--- src/core/tbi_pkg.sv ---
// package: register map, field layout, reset values and state types
package tbi_pkg;

  // =====================================================================
  // register byte offsets
  localparam logic [7:0] TBI_OFS_PSC0   = 8'h00;
  localparam logic [7:0] TBI_OFS_PSC1   = 8'h04;
  localparam logic [7:0] TBI_OFS_CTL0   = 8'h08;
  localparam logic [7:0] TBI_OFS_CTL1   = 8'h0C;
  localparam logic [7:0] TBI_OFS_IRQEN  = 8'h10;
  localparam logic [7:0] TBI_OFS_IRQFLG = 8'h14;

  // =====================================================================
  // field positions
  localparam int TBI_SRC_LSB   = 0;
  localparam int TBI_ON_BIT    = 7;
  localparam int TBI_PER_LSB   = 0;
  localparam int TBI_GIE_BIT   = 0;
  localparam int TBI_ENA0_BIT  = 1;
  localparam int TBI_ENA1_BIT  = 2;
  localparam int TBI_SERE_BIT  = 3;
  localparam int TBI_MFE_BIT   = 4;
  localparam int TBI_FLG0_BIT  = 0;
  localparam int TBI_FLG1_BIT  = 1;
  localparam int TBI_SERF_BIT  = 2;
  localparam int TBI_MFF_BIT   = 3;

  // =====================================================================
  // reset values and encodings
  localparam logic [7:0]  TBI_RST_REG    = 8'h00;
  localparam logic [1:0]  TBI_SRC_SYS    = 2'h0;
  localparam logic [1:0]  TBI_SRC_SYS4   = 2'h1;
  localparam logic [1:0]  TBI_DIV4_LAST  = 2'h3;
  localparam logic [2:0]  TBI_PER_MAX    = 3'h7;
  localparam logic [14:0] TBI_CNT_FULL   = 15'h7FFF;

  // =====================================================================
  // state types
  typedef enum logic [1:0] {TBI_VEC_TICK0, TBI_VEC_TICK1, TBI_VEC_MF}
    tbi_vec_e;

  typedef struct packed {
    logic [1:0]  div;
    logic [14:0] cnt;
    logic        ovf;
  } tbi_pre_s;

  typedef struct packed {
    logic [1:0]  psc0;
    logic [1:0]  psc1;
    logic        tb0_on;
    logic [2:0]  tb0_per;
    logic        tb1_on;
    logic [2:0]  tb1_per;
    logic        gie;
    logic        tb0_en;
    logic        tb1_en;
    logic        ser_en;
    logic        mf_en;
    logic        f0;
    logic        f1;
    logic        fser;
    logic        fmf;
    logic [31:0] prdata;
    logic        irq_req;
    tbi_vec_e    irq_vec;
    logic        wake;
    logic        sub_s1;
    logic        sub_s2;
    logic        sub_s3;
    logic        sub_lvl;
    logic        sub_tick;
  } tbi_top_s;

endpackage

--- src/core/tbi_prescale.sv ---
// module: prescaler source select and one time base counter
`timescale 1ns/100ps
`default_nettype none
module tbi_prescale
  import tbi_pkg::*;
(
  input  wire logic       pclk,
  input  wire logic       presetn,
  input  wire logic       on,
  input  wire logic [1:0] src_sel,
  input  wire logic [2:0] period_sel,
  input  wire logic       sub_tick,
  output logic            overflow
);

  tbi_pre_s st;
  tbi_pre_s next_st;
  logic     tick;
  logic [14:0] mask;

  // mask of the low 8+k counter bits
  function automatic logic [14:0] tbi_period_mask(input logic [2:0] k);
    tbi_period_mask = TBI_CNT_FULL >> (TBI_PER_MAX - k);
  endfunction

  // =====================================================================
  // source select, count and wrap
  always_comb begin
    next_st     = st;
    next_st.div = st.div + 2'h1;
    next_st.ovf = 1'b0;
    mask        = tbi_period_mask(period_sel);
    // prescaled clock enable
    if (src_sel[1]) begin
      tick = sub_tick;
    end else if (src_sel == TBI_SRC_SYS4) begin
      tick = (st.div == TBI_DIV4_LAST);
    end else begin
      tick = 1'b1;
    end
    if (!on) begin
      next_st.cnt = '0;
    end else if (tick) begin
      if ((st.cnt & mask) == mask) begin
        next_st.cnt = '0;
        next_st.ovf = 1'b1;
      end else begin
        next_st.cnt = st.cnt + 15'h0001;
      end
    end
  end

  // state register
  always_ff @(posedge pclk or negedge presetn) begin
    if (!presetn) begin
      st <= '0;
    end else begin
      st <= next_st;
    end
  end

  assign overflow = st.ovf;
endmodule // tbi_prescale
`default_nettype wire

--- src/core/tbi_top.sv ---
// module: time base interrupt logic with APB register slave
//
// What this block does
// source select: sys, sys/4, or sub
// tick0 period is 2^(8+k) clocks
// tick1 uses its own period field, same 2^(8+k) rule
// control bit 7 enables, resets zero
// overflow sets its own request flag
// tick vector needs enables, flag, stack room
// tick service clears flag and global enable
// serial byte done sets serial flag
// serial vector needs three enables, stack room
// serial service clears only multifunction flag, gie
// rising request flag wakes, ignoring enables
// software presets flag to block wakeup
// set flag stays until service or clear
// interrupt entry pushes program counter only
// interrupt return sets global enable
// plain return leaves global enable alone
// software avoids calls inside service routines
// unused control bits read as zero
// enabled base counts and wraps; off clears
`timescale 1ns/100ps
`default_nettype none
module tbi_top
  import tbi_pkg::*;
(
  input  wire logic        pclk,
  input  wire logic        presetn,
  input  wire logic        psel,
  input  wire logic        penable,
  input  wire logic        pwrite,
  input  wire logic [7:0]  paddr,
  input  wire logic [31:0] pwdata,
  output logic [31:0]      prdata,
  output logic             pready,
  output logic             pslverr,
  input  wire logic        sub_clock,
  input  wire logic        serial_byte_done,
  input  wire logic        stack_full,
  input  wire logic        irq_ack,
  input  wire logic        return_from_interrupt,
  output logic             irq_req,
  output tbi_vec_e         irq_vector,
  output logic             push_pc,
  output logic             wake_request,
  output logic             global_irq_enable
);

  tbi_top_s    st;
  tbi_top_s    next_st;
  logic        ovf0;
  logic        ovf1;
  logic        setup;
  logic        access;
  logic        mapped;
  logic        wr;
  logic        wr_flags;
  logic        wr_en;
  logic        svc;
  logic        svc0;
  logic        svc1;
  logic        svcmf;
  logic        pend0;
  logic        pend1;
  logic        pendmf;
  logic [3:0]  cur_flags;
  logic [3:0]  nxt_flags;
  logic [31:0] rd_val;

  // address decode shared by write and error paths
  function automatic logic tbi_is_mapped(input logic [7:0] a);
    tbi_is_mapped = (a == TBI_OFS_PSC0) || (a == TBI_OFS_PSC1) ||
                    (a == TBI_OFS_CTL0) || (a == TBI_OFS_CTL1) ||
                    (a == TBI_OFS_IRQEN) || (a == TBI_OFS_IRQFLG);
  endfunction

  // =====================================================================
  // time base counters
  tbi_prescale u_tick0 (
    .pclk       (pclk),
    .presetn    (presetn),
    .on         (st.tb0_on),
    .src_sel    (st.psc0),
    .period_sel (st.tb0_per),
    .sub_tick   (st.sub_tick),
    .overflow   (ovf0)
  );

  tbi_prescale u_tick1 (
    .pclk       (pclk),
    .presetn    (presetn),
    .on         (st.tb1_on),
    .src_sel    (st.psc1),
    .period_sel (st.tb1_per),
    .sub_tick   (st.sub_tick),
    .overflow   (ovf1)
  );

  // =====================================================================
  // bus phase and service decode
  always_comb begin
    setup    = psel && !penable;
    access   = psel && penable;
    mapped   = tbi_is_mapped(paddr);
    wr       = access && pwrite && mapped;
    wr_flags = wr && (paddr == TBI_OFS_IRQFLG);
    wr_en    = wr && (paddr == TBI_OFS_IRQEN);
    svc      = irq_ack && st.irq_req;
    svc0     = svc && (st.irq_vec == TBI_VEC_TICK0);
    svc1     = svc && (st.irq_vec == TBI_VEC_TICK1);
    svcmf    = svc && (st.irq_vec == TBI_VEC_MF);
    // vectoring conditions
    pend0  = st.gie && st.tb0_en && st.f0 && !stack_full;
    pend1  = st.gie && st.tb1_en && st.f1 && !stack_full;
    pendmf = st.gie && st.ser_en && st.mf_en && st.fmf &&
             !stack_full;
  end

  // =====================================================================
  // read mux, unused bits read as zero
  always_comb begin
    rd_val = 32'h0000_0000;
    unique case (paddr)
      TBI_OFS_PSC0: rd_val[1:0] = st.psc0;
      TBI_OFS_PSC1: rd_val[1:0] = st.psc1;
      TBI_OFS_CTL0: begin
        rd_val[TBI_ON_BIT] = st.tb0_on;
        rd_val[2:0]        = st.tb0_per;
      end
      TBI_OFS_CTL1: begin
        rd_val[TBI_ON_BIT] = st.tb1_on;
        rd_val[2:0]        = st.tb1_per;
      end
      TBI_OFS_IRQEN: begin
        rd_val[TBI_GIE_BIT]  = st.gie;
        rd_val[TBI_ENA0_BIT] = st.tb0_en;
        rd_val[TBI_ENA1_BIT] = st.tb1_en;
        rd_val[TBI_SERE_BIT] = st.ser_en;
        rd_val[TBI_MFE_BIT]  = st.mf_en;
      end
      TBI_OFS_IRQFLG: begin
        rd_val[TBI_FLG0_BIT] = st.f0;
        rd_val[TBI_FLG1_BIT] = st.f1;
        rd_val[TBI_SERF_BIT] = st.fser;
        rd_val[TBI_MFF_BIT]  = st.fmf;
      end
      default: rd_val = 32'h0000_0000;
    endcase
  end

  // =====================================================================
  // next state
  always_comb begin
    next_st = st;

    // sub clock synchroniser, level taken once stages agree
    next_st.sub_s1   = sub_clock;
    next_st.sub_s2   = st.sub_s1;
    next_st.sub_s3   = st.sub_s2;
    next_st.sub_tick = 1'b0;
    if (st.sub_s2 == st.sub_s3) begin
      next_st.sub_lvl  = st.sub_s3;
      next_st.sub_tick = st.sub_s3 && !st.sub_lvl;
    end

    // read data latched in the setup phase
    if (setup && !pwrite) begin
      next_st.prdata = rd_val;
    end

    // configuration writes
    if (wr) begin
      unique case (paddr)
        TBI_OFS_PSC0: next_st.psc0 = pwdata[TBI_SRC_LSB +: 2];
        TBI_OFS_PSC1: next_st.psc1 = pwdata[TBI_SRC_LSB +: 2];
        TBI_OFS_CTL0: begin
          next_st.tb0_on  = pwdata[TBI_ON_BIT];
          next_st.tb0_per = pwdata[TBI_PER_LSB +: 3];
        end
        TBI_OFS_CTL1: begin
          next_st.tb1_on  = pwdata[TBI_ON_BIT];
          next_st.tb1_per = pwdata[TBI_PER_LSB +: 3];
        end
        TBI_OFS_IRQEN: begin
          next_st.tb0_en = pwdata[TBI_ENA0_BIT];
          next_st.tb1_en = pwdata[TBI_ENA1_BIT];
          next_st.ser_en = pwdata[TBI_SERE_BIT];
          next_st.mf_en  = pwdata[TBI_MFE_BIT];
        end
        default: ;
      endcase
    end

    // global enable: service clears, return sets, plain return ignored
    if (svc) begin
      next_st.gie = 1'b0;
    end else if (return_from_interrupt) begin
      next_st.gie = 1'b1;
    end else if (wr_en) begin
      next_st.gie = pwdata[TBI_GIE_BIT];
    end

    // tick0 flag: hardware set wins over any clear
    if (ovf0) begin
      next_st.f0 = 1'b1;
    end else if (wr_flags) begin
      next_st.f0 = pwdata[TBI_FLG0_BIT];
    end else if (svc0) begin
      next_st.f0 = 1'b0;
    end

    // tick1 flag
    if (ovf1) begin
      next_st.f1 = 1'b1;
    end else if (wr_flags) begin
      next_st.f1 = pwdata[TBI_FLG1_BIT];
    end else if (svc1) begin
      next_st.f1 = 1'b0;
    end

    // serial byte flag, never cleared by service
    if (serial_byte_done) begin
      next_st.fser = 1'b1;
    end else if (wr_flags) begin
      next_st.fser = pwdata[TBI_SERF_BIT];
    end

    // multifunction flag follows an enabled serial request
    if (serial_byte_done && st.ser_en) begin
      next_st.fmf = 1'b1;
    end else if (wr_flags) begin
      next_st.fmf = pwdata[TBI_MFF_BIT];
    end else if (svcmf) begin
      next_st.fmf = 1'b0;
    end

    // vector request with fixed priority tick0, tick1, multifunction
    next_st.irq_req = (pend0 || pend1 || pendmf) && !svc;
    if (pend0) begin
      next_st.irq_vec = TBI_VEC_TICK0;
    end else if (pend1) begin
      next_st.irq_vec = TBI_VEC_TICK1;
    end else if (pendmf) begin
      next_st.irq_vec = TBI_VEC_MF;
    end

    // wake on any rising request flag
    cur_flags     = {st.fmf, st.fser, st.f1, st.f0};
    nxt_flags     = {next_st.fmf, next_st.fser, next_st.f1, next_st.f0};
    next_st.wake  = |(nxt_flags & ~cur_flags);
  end

  // state register
  always_ff @(posedge pclk or negedge presetn) begin
    if (!presetn) begin
      st <= '0;
    end else begin
      st <= next_st;
    end
  end

  // =====================================================================
  // outputs
  assign prdata            = st.prdata;
  assign pready            = 1'b1;
  assign pslverr           = access && !mapped;
  assign irq_req           = st.irq_req;
  assign irq_vector        = st.irq_vec;
  assign push_pc           = svc;
  assign wake_request      = st.wake;
  assign global_irq_enable = st.gie;
endmodule // tbi_top
`default_nettype wire

--- config.mk ---
export PLATFORM = sky130hd
export DESIGN_NAME = tbi_top
export DESIGN_NICKNAME = d
export VERILOG_FILES = /design/src/core/tbi_pkg.sv /design/src/core/tbi_prescale.sv /design/src/core/tbi_top.sv
export SDC_FILE = /design/constraint.sdc
export NUM_CORES = 1
export LEC_CHECK = 0
export BUFFER_PORTS_ARGS = -buffer_cell sky130_fd_sc_hd__buf_2
export CAP_MARGIN = 5
export CELL_PAD_IN_SITES_DETAIL_PLACEMENT = 1
export CELL_PAD_IN_SITES_GLOBAL_PLACEMENT = 2
export CORE_MARGIN = 2
export CORE_UTILIZATION = 33
export CTS_CLUSTER_DIAMETER = 30
export CTS_CLUSTER_SIZE = 40
export DETAILED_ROUTE_END_ITERATION = 6
export GPL_ROUTABILITY_DRIVEN = 0
export HOLD_SLACK_MARGIN = 0.02
export PLACE_DENSITY = 0.86
export SLEW_MARGIN = 5
export SYNTH_ARGS = -nofsm -noshare
export SYNTH_HDL_FRONTEND = slang
export SYNTH_SLANG_ARGS = --single-unit
--- constraint.sdc ---
create_clock -name pclk -period 2.7 [get_ports pclk]
set_input_delay 0.135 -clock pclk [delete_from_list [all_inputs] [get_ports pclk]]
set_output_delay 0.135 -clock pclk [all_outputs]
set_load 0.005 [all_outputs]
== Word-level counts from Yosys, hierarchy flattened ==
Index checks and enable logic that the tools add are counted.

* Add/subtract/negate cells: 6
* Multiply operators: 0
* Div/mod/pow operators: 0
* $lt $le $gt $ge: 0
* Equality and inequality tests: 16
* Shift-type cells: 2
* Multiplexer cells: 37
* Bitwise logic cells: 4
* Reductions and logical operators: 48

{| class="wikitable"
|+ Operator list
! cell !! count
|-
| $mux W15 || 4
|-
| $mux W16 || 2
|-
| $add A15 B1 Y15 const B || 2
|-
| $and A15 B15 Y15 || 2
|-
| $eq A15 B15 Y1 || 2
|-
| $shr A15 B3 Y15 const A || 2
|-
| $logic_and A1 B1 Y1 || 25
|-
| $mux W1 || 24
|-
| $eq A8 B4 Y1 const B || 2
|-
| $eq A8 B5 Y1 const B || 2
|-
| $pmux W2 S6 || 1
|-
| $reduce_and A2 Y1 || 5
|-
| $eq A8 B3 Y1 const B || 1
|-
| $logic_not A8 Y1 || 1
|-
| $logic_or A1 B1 Y1 || 7
|-
| $eq A2 B1 Y1 const B || 3
|-
| $eq A2 B2 Y1 const B || 3
|-
| $logic_not A1 Y1 || 6
|-
| $mux W2 || 3
|-
| $reduce_bool A3 Y1 || 2
|-
| $sub A3 B3 Y3 const A || 2
|-
| $add A2 B1 Y2 const B || 2
|-
| $and A4 B4 Y4 || 1
|-
| $ne A2 B1 Y1 const B || 2
|-
| other kinds (6) || 7
|}

* Register bits: 72
* Bits in latches: 0
* Bits in writable memories: 0
* ROM bits: 0
* Output and inout bits: 40
* Memories: 0

== Depth between registers and ports, before layout ==
Gate-level depths: netlist of the first run.

* Depth in word-level cells: 12
* Mapped depth: 8

== Cells and area by module ==
From an unflattened synthesis of the first run, not the netlist that was laid out.

* Cells, all modules: 429
* Area total of the unflattened synthesis: 4215.3 µm²

{| class="wikitable"
|+ By module, submodules not included
! module !! times used !! cells each !! area each (µm²) !! seq. area each (µm²)
|-
| tbi_top || 1 || 189 || 2084.5 || 900.9
|-
| tbi_prescale at u_tick0 || 1 || 120 || 1072.3 || 450.4
|-
| tbi_prescale at u_tick1 || 1 || 120 || 1058.5 || 450.4
|}

== Worst setup path before layout of the first run ==
Ideal clock, no wire load.

* Path type: reg-to-reg
* Start: reg u_tick1.st[1] (netlist bit)
* End: reg u_tick1.st[10] (netlist bit)
* Library setup time: 0.082 ns
* Data arrival time: 1.929 ns
* Path slack: 0.689 ns
* Stages on the path, launching flop included: 9
* Buffers on the path: 1
* Period minus slack after synthesis: 2.011 ns
* Path through: dfrtp_1 ha_1 and4_1 nand4_1 a211oi_1 and2_1 clkbuf_1 or4_1 a31oi_1

* Cells in the longest elaborated chain, start to end: 5
* Elaborated cells between the ends (all ways): 6
* Classes of those cells: add/sub: 1; eq/ne: 1; mux: 3; bitwise: 1

{| class="wikitable"
|+ Ends and longest elaborated chain
! what !! RTL line !! source
|-
| from (decl) || tbi_prescale.sv:16 || <nowiki>tbi_pre_s st;</nowiki>
|-
| from (signal assigned) || tbi_prescale.sv:58 || <nowiki>st <= next_st;</nowiki>
|-
| branches (longest 2 deep; another with $add A15 B1 Y15) || - ||
|-
| $mux W15 (*) || tbi_prescale.sv:44 || <nowiki>if ((st.cnt & mask) == mask) begin</nowiki>
|-
| $mux W16 (*) || tbi_prescale.sv:43 || <nowiki>end else if (tick) begin</nowiki>
|-
| $mux W15 (*) || tbi_prescale.sv:41 || <nowiki>if (!on) begin</nowiki>
|}

Every way passes the cells marked *. The select of a mux whose other input is x is not followed.
A chain may end at the register's enable or synchronous reset.

== Worst setup path after layout of the first run ==
* Start: reg u_tick1.st[1] (netlist bit)
* End: reg u_tick1.st[11] (netlist bit)

Same word-level chain as after synthesis.

==> results of run 1 <==
-- final timing paths --
| path | from | end | slack [ps] | depth (start not counted) |
|---|---|---|---|---|
| setup / recovery | u_tick1.st[1]$_DFFE_PN0P_ | u_tick1.st[11]$_DFFE_PN0P_ | 420 | 7 |
| hold / removal | return_from_interrupt | global_irq_enable$_DFFE_PN0P_ | 30 | 3 |
| setup reg to reg | u_tick1.st[1]$_DFFE_PN0P_ | u_tick1.st[11]$_DFFE_PN0P_ | 420 | 7 |
| hold reg to reg | next_st[3]$_DFF_PN0_ | next_st[2]$_DFF_PN0_ | 350 | 0 |
| max in group asynchronous | presetn | st[1]$_DFFE_PN0P_ | 1750 | 3 |
| min in group asynchronous | presetn | u_tick1.st[12]$_DFFE_PN0P_ | 200 | 2 |
-- routing by layer --
metal	vias to the layer above	wire length (um)	global-route usage
met5	-	0	0
met4	0	204	0.0610
met3	14	267	0.0383
met2	62	5000	0.278
met1	1586	4550	0.204
li1	1482	-	-
-- worst max-delay path, stage by stage (launching register included) --
cell and delay, ps:
dfrtp_1 410, ha_1 220, and4_1 230, nand4_1 210, a211oi_1 420, nand2_1 330, a22oi_1 280, nor2_1 60
-- metrics by stage --
stage | power (uW) | worst slack (ps) | hold WS, ps | area, um^2 | util
after floorplan | 1260 | 689 | -161 | 4040 | -
after global placement | 1300 | 569 | 12.4 | 4130 | 0.357
after detailed placement | 1300 | 431 | 13.8 | 4130 | 0.357
after CTS | 2630 | 400 | 25.8 | 4480 | 0.387
after global routing | 2710 | 235 | 30.5 | 4480 | 0.387
final | 2590 | 419 | 26.9 | 4480 | 0.387
-- cells in the final DEF (no fill, tap or decap), types with 3 or more instances in the layout --
master      n
ha_1        4
a211o_1     3
nand4_1    11
conb_1     27
a221oi_1    5
nand2_1    44
dfrtp_1    72
a21oi_1    15
and4_1      3
o31ai_1    11
o21ai_0    14
mux2_2     15
inv_1      18
or4_1       3
and2_1      3
and3_1      4
or3_1       5
buf_4       5
clkbuf_16   9
nand3_1    18
buf_2      36
nand2b_1    7
mux2i_1     6
xor2_1      5
nor2_1     27
a31oi_1     8
a22oi_1     8
nor3_1      9
-- kinds of logic (layout without fill, tap and decap cells) --
kind of cell | Yosys count | after routing | share of synthesized area
and+or+nand+nor | 149 | 149 | 0.201
AOI/OAI and AO/OA | 85 | 85 | 0.147
DFF | 72 | 72 | 0.456
buffers and inverters | 64 | 77 | 0.0960
muxes | 24 | 24 | 0.0713
adders and majority gates | 5 | 5 | 0.0152
xor gates and xnor gates | 5 | 5 | 0.0111
other | 2 | 27 | 0.00190
-- sequential cells by signal, summed over array words and instances (netlist names) --
| register | cells |
|---|---|
| st | 19 |
| u_tick0.st | 17 |
| u_tick1.st | 17 |
| prdata | 6 |
| cur_flags | 4 |
| irq_vector | 2 |
| next_st | 2 |
| global_irq_enable | 1 |
| irq_req | 1 |
| u_tick0.overflow | 1 |
| u_tick1.overflow | 1 |
| wake_request | 1 |
-- what timing repair did --
action,4_1_cts,5_1_grt
hold endpoints to repair,9,0
buffers inserted,0,0
hold buffers,2,0
gates resized for setup,0,0
-- power groups by stage --
stage          Combinational (uW)  Sequential [uW]  Clock (uW)
2_1_floorplan                 118             1140           0
3_3_place_gp                  149             1150           0
3_5_place_dp                  151             1150           0
4_1_cts                       155             1130        1340
5_1_grt                       174             1130        1400
6_report                      154             1130        1310
-- final cells by class --
class | count | area share
Inverter | 18 | 0.0151
Clock inverter | 6 | 0.0204
Clock buffer | 10 | 0.0534
Timing Repair Buffer | 43 | 0.0531
Multi-Input combinational cell | 295 | 0.416
Sequential cell | 72 | 0.402
Tap cell | 143 | 0.0400
==> run_results.csv, run 1 <==
group,metric,value,unit
sta,timing.fmax,438,MHz
placement,place_hpwl,6980,um
die,core.rowCount,39,
logic_synthesis,synth_async_sr_flop_share,1.00,
pwr,power_frac_comb,0.059,
pwr,p_seq_frac,0.436,
clock_network,cts_tree,"yes",
die,core-area,11600,um^2
logic_synthesis,synth.most_common_cell,"dfrtp_1",
layout,num_antenna_cells,0,
sta,rsz0062_at_grt,"no",
sta,slew_violations,0,
pwr,power_density,579,nW/um^2
sta,fin_crit_sh,0.845,
die,io_pins,90,
global_route,grt_max_degree,39,
pwr,p_int,2000,uW
worst_setup_path,crit_arrival,2480,ps
global_route,grt_overflow,0,
global_route,grt_usage,0.164,
route,vias_per_cell,5.36,
layout,finalNonFillerCells,587,
route,wl,10000,um
sta,max-slew-margin-rel,0.310,
route,drtIter0Drc,167,
layout,multi_input_area,1860,um^2
logic_synthesis,yosysSeqAreaShare,0.456,
logic_synthesis,ys_warn_count,0,
global_route,grt_pass1_wl,16700,um
layout,syn2layout_area_growth,13.4,%
clock_network,cts.sinks,72,
layout,seqCellArea,1800,um^2
die,die_w,113,um
sta,worst_pin_slew,1010,ps
logic_synthesis,netlist_area,3950,um^2
layout,fillers,1327,
pwr,ir_drop,0.000280,V
clock_network,clkTransAtPathRegs,60,ps
die,fp.dieH,113,um
pwr,pwr-share-clk,0.505,
clock_network,cts_made_buffers,9,
clock_network,htree_levels,3,
die,die_area,12900,um^2
sta,tns,0,ps
route,drc,0,
global_route,grt_pass1_vias,3315,
logic_synthesis,synth_top_cell_area_share,0.456,
route,vias,3144,
logic_synthesis,synth_edf_count,0,
clock_network,clk_latency,340,ps
global_route,antenna_found_initial,0,
sta,skew,5.83,ps
logic_synthesis,synthCells,406,
logic_synthesis,ys_seq_elements,72,
logic_synthesis,synth.top_cells.by_count,"dfrtp_1 (72), nand2_1 (44), buf_4 (35), nor2_1 (27)",
pwr,sw_frac_of_total,0.228,
worst_setup_path,path_class,"flip-flop to flip-flop",
route,routedWlPerCell,17.1,um
clock_network,clk_path_buf_depth,2,
layout,drive_gt1_frac,0.191,
worst_setup_path,end_kind,"flip-flop",
sta,hold_viol,0,
worst_setup_path,critPathMaxFanout,9,
logic_synthesis,yosys.area.top_type,"dfrtp_1",
hold_path,min_path_type,"input pin to flip-flop",
logic_synthesis,syn_area_per_cell,9.72,um^2
pwr,leakagePower,0.00197,uW
sta,min_period,2280,ps
run_status,status,"finished, final reports clean",
worst_setup_path,worst_ep_required_time,2900,ps
pwr,net-switching-power,592,uW
sta,setup_violations,0,
route,firstDrtPassIters,4,
run,drv_cap,0,
clock_network,cts_root_buf,"clkbuf_16",
die,initial_core_util,0.341,
logic_synthesis,ys.flop_type,"dfrtp_1",
layout,layout.nets,493,
placement,dp_cells,569,
placement,port-buffer-count,36,
route,detail-route-antenna-nets,0,
worst_setup_path,start_kind,"flip-flop",
logic_synthesis,synthTopCellsByArea,"dfrtp_1 (46%), buf_4 (6.7%), mux2_2 (4.3%)",
logic_synthesis,ys_types,58,
Power figures use the tool's default switching activity.
==> run 2, diff against run 1 <==
--- a/config.mk
+++ b/config.mk
@@ -10,13 +10,13 @@
 export CELL_PAD_IN_SITES_DETAIL_PLACEMENT = 1
 export CELL_PAD_IN_SITES_GLOBAL_PLACEMENT = 2
 export CORE_MARGIN = 2
-export CORE_UTILIZATION = 33
+export CORE_UTILIZATION = 30
 export CTS_CLUSTER_DIAMETER = 30
 export CTS_CLUSTER_SIZE = 40
 export DETAILED_ROUTE_END_ITERATION = 6
 export GPL_ROUTABILITY_DRIVEN = 0
 export HOLD_SLACK_MARGIN = 0.02
-export PLACE_DENSITY = 0.86
+export PLACE_DENSITY = 0.83
 export SLEW_MARGIN = 5
 export SYNTH_ARGS = -nofsm -noshare
 export SYNTH_HDL_FRONTEND = slang
==> constraint.sdc (replaced) <==
create_clock -name pclk -period 1.9 [get_ports pclk]
set_input_delay 0.095 -clock pclk [delete_from_list [all_inputs] [get_ports pclk]]
set_output_delay 0.095 -clock pclk [all_outputs]
set_load 0.005 [all_outputs]
==> run_results.csv, run 2 (synthesized netlist as in run 1, its figures left out) <==
group,metric,value,unit
worst_setup_path,path_class,"flip-flop to flip-flop",
pwr,ir_drop,0.000444,V
die,die_area,14100,um^2
placement,place_hpwl,7360,um
clock_network,clk_path_buf_depth,2,
worst_setup_path,crit_arrival,2130,ps
worst_setup_path,ff2ff_setup_slack,-20,ps
route,vias,3329,
worst_setup_path,crit_chain,"ha_2, and4_4, nand4_1, or3_4, and3_1, a22oi_2, o31ai_1",
layout,fillers,1496,
run_status,violations,"setup timing",
clock_network,clkTransAtPathRegs,60,ps
route,detail-route-antenna-nets,0,
worst_setup_path,critPathMaxFanout,3,
route,firstDrtPassIters,6,
sta,hold_viol,0,
route,drtIter0Drc,152,
route,vias_per_cell,5.08,
worst_setup_path,worst_ep_required_time,2110,ps
layout,final_common_cell,"dfrtp_1",
worst_setup_path,r2r_cells,7,
sta,setup_violations,2,
layout,top_register,"st",
worst_setup_path,reg2reg_to,"u_tick0.st[13]$_DFFE_PN0P_",
worst_setup_path,end_kind,"flip-flop",
sta,rsz0062_at_grt,"yes",
die,core-area,12700,um^2
route,drc,0,
sta,setup_ws,-16.3,ps
worst_setup_path,crit_family,"simple AND/OR/NAND/NOR gates",
sta,worst_pin_slew,619,ps
layout,drive_gt1_frac,0.290,
global_route,grt_usage,0.160,
pwr,power_density,770,nW/um^2
sta,fin_crit_sh,1.01,
global_route,grt_pass1_wl,18300,um
die,io_pins,90,
route,routedWlPerCell,16.4,um
sta,fin_hold_ws,41.3,ps
placement,port-buffer-count,36,
placement,dp_cells,627,
worst_setup_path,r2r-start,"u_tick0.st[2]$_DFFE_PN0P_",
worst_setup_path,critPathBufInv,0,
sta,max-slew-margin-rel,0.587,
layout,layout.nets,532,
global_route,grt_max_degree,73,
clock_network,cts.sinks,72,
layout,largest_reg_flops,19,
hold_path,hp-start,"pwdata[7]",
hold_path,hold_path_end,"st[57]$_DFFE_PN0P_",
clock_network,cts_made_buffers,9,
layout,top_regs,"st (19), u_tick0.st (17), u_tick1.st (17)",
sta,min_period,1920,ps
sta,timing.fmax,522,MHz
clock_network,cts_root_buf,"clkbuf_16",
run,drv_cap,0,
sta,slew_violations,0,
pwr,leakagePower,0.00223,uW
clock_network,cts_tree,"yes",
run_status,status,"finished, violations left",
layout,final_cell_mix,"dfrtp_1 (71), nand2_1 (44), buf_2 (36)",
hold_path,min_path_type,"input pin to flip-flop",
die,fp.dieH,119,um
route,wl,10800,um
worst_setup_path,slowest_delay,440,ps
layout,finalNonFillerCells,655,
layout,syn2layout_area_growth,26.9,%
hold_path,min_path_cells,2,
die,initial_core_util,0.310,
global_route,grt_overflow,0,
die,core.rowCount,41,
sta,skew,9.66,ps
worst_setup_path,cp_slowest_cell,"or3_4",
global_route,antenna_found_initial,0,
global_route,grt_pass1_vias,3557,
layout,num_antenna_cells,0,
worst_setup_path,start_kind,"flip-flop",
clock_network,clk_latency,340,ps
clock_network,htree_levels,3,
die,die_w,119,um
run 2: worst max-delay path by stage:
stage                                         start                          to  slack (ps)  depth (start not counted)
after floorplan           u_tick1.st[2]$_DFFE_PN0P_  u_tick1.st[12]$_DFFE_PN0P_          20                          8
after global placement    u_tick1.st[1]$_DFFE_PN0P_  u_tick1.st[13]$_DFFE_PN0P_         -30                          8
after detailed placement  u_tick1.st[1]$_DFFE_PN0P_  u_tick1.st[13]$_DFFE_PN0P_        -110                          8
after CTS                 u_tick1.st[1]$_DFFE_PN0P_   u_tick1.st[9]$_DFFE_PN0P_           4                          8
after global routing      u_tick0.st[2]$_DFFE_PN0P_  u_tick0.st[15]$_DFFE_PN0P_        -170                          8
final                     u_tick0.st[2]$_DFFE_PN0P_  u_tick0.st[13]$_DFFE_PN0P_         -20                          7
run 2: power breakdown:
group	internal (uW)	leakage, uW	total [uW]	switching (uW)
registers	1570	0.000956	1610	35.2
logic	96.1	0.00110	237	141
clock network	1330	0.000169	2020	690
total	2990	0.00223	3860	867
run 2: routing by layer:
layer,vias to the layer above,track usage,routed length [um]
met2,85,0.272,5410
met4,0,0.0632,223
met1,1673,0.197,4650
met5,-,0,0
met3,14,0.0372,467
li1,1557,-,-
run 2: area by class of cell:
cell class,count,area [um^2],share of cell area
clock buffers,10,239,0.0477
repair buffers,82,592,0.118
clock inverters,6,115,0.0230
flip-flops and latches,72,1800,0.360
inverters,18,67.6,0.0135
well taps,172,215,0.0430
multi-input cells,295,1980,0.395
run 2: through the flow:
step                      instance area, um^2  setup TNS [ps]  total power (uW)  setup slack [ps]   util
final                                    5010           -29.4              3860             -16.3  0.394
after global routing                     5010           -1660              4010              -169  0.394
after CTS                                4900               0              3900              3.64  0.385
after detailed placement                 4430            -875              1860              -114  0.348
after global placement                   4430            -133              1850             -29.3  0.348
after floorplan                          4050               0              1790              18.1      -
run 2: what timing repair did:
action / 4_1_cts / 5_1_grt
pin swaps: 2 / 9
hold buffers: 7 / 0
buffers inserted: 3 / 2
endpoints found under the setup margin: 14 / 21
gates resized for setup: 8 / 23
endpoints found under the hold margin: 77 / 0
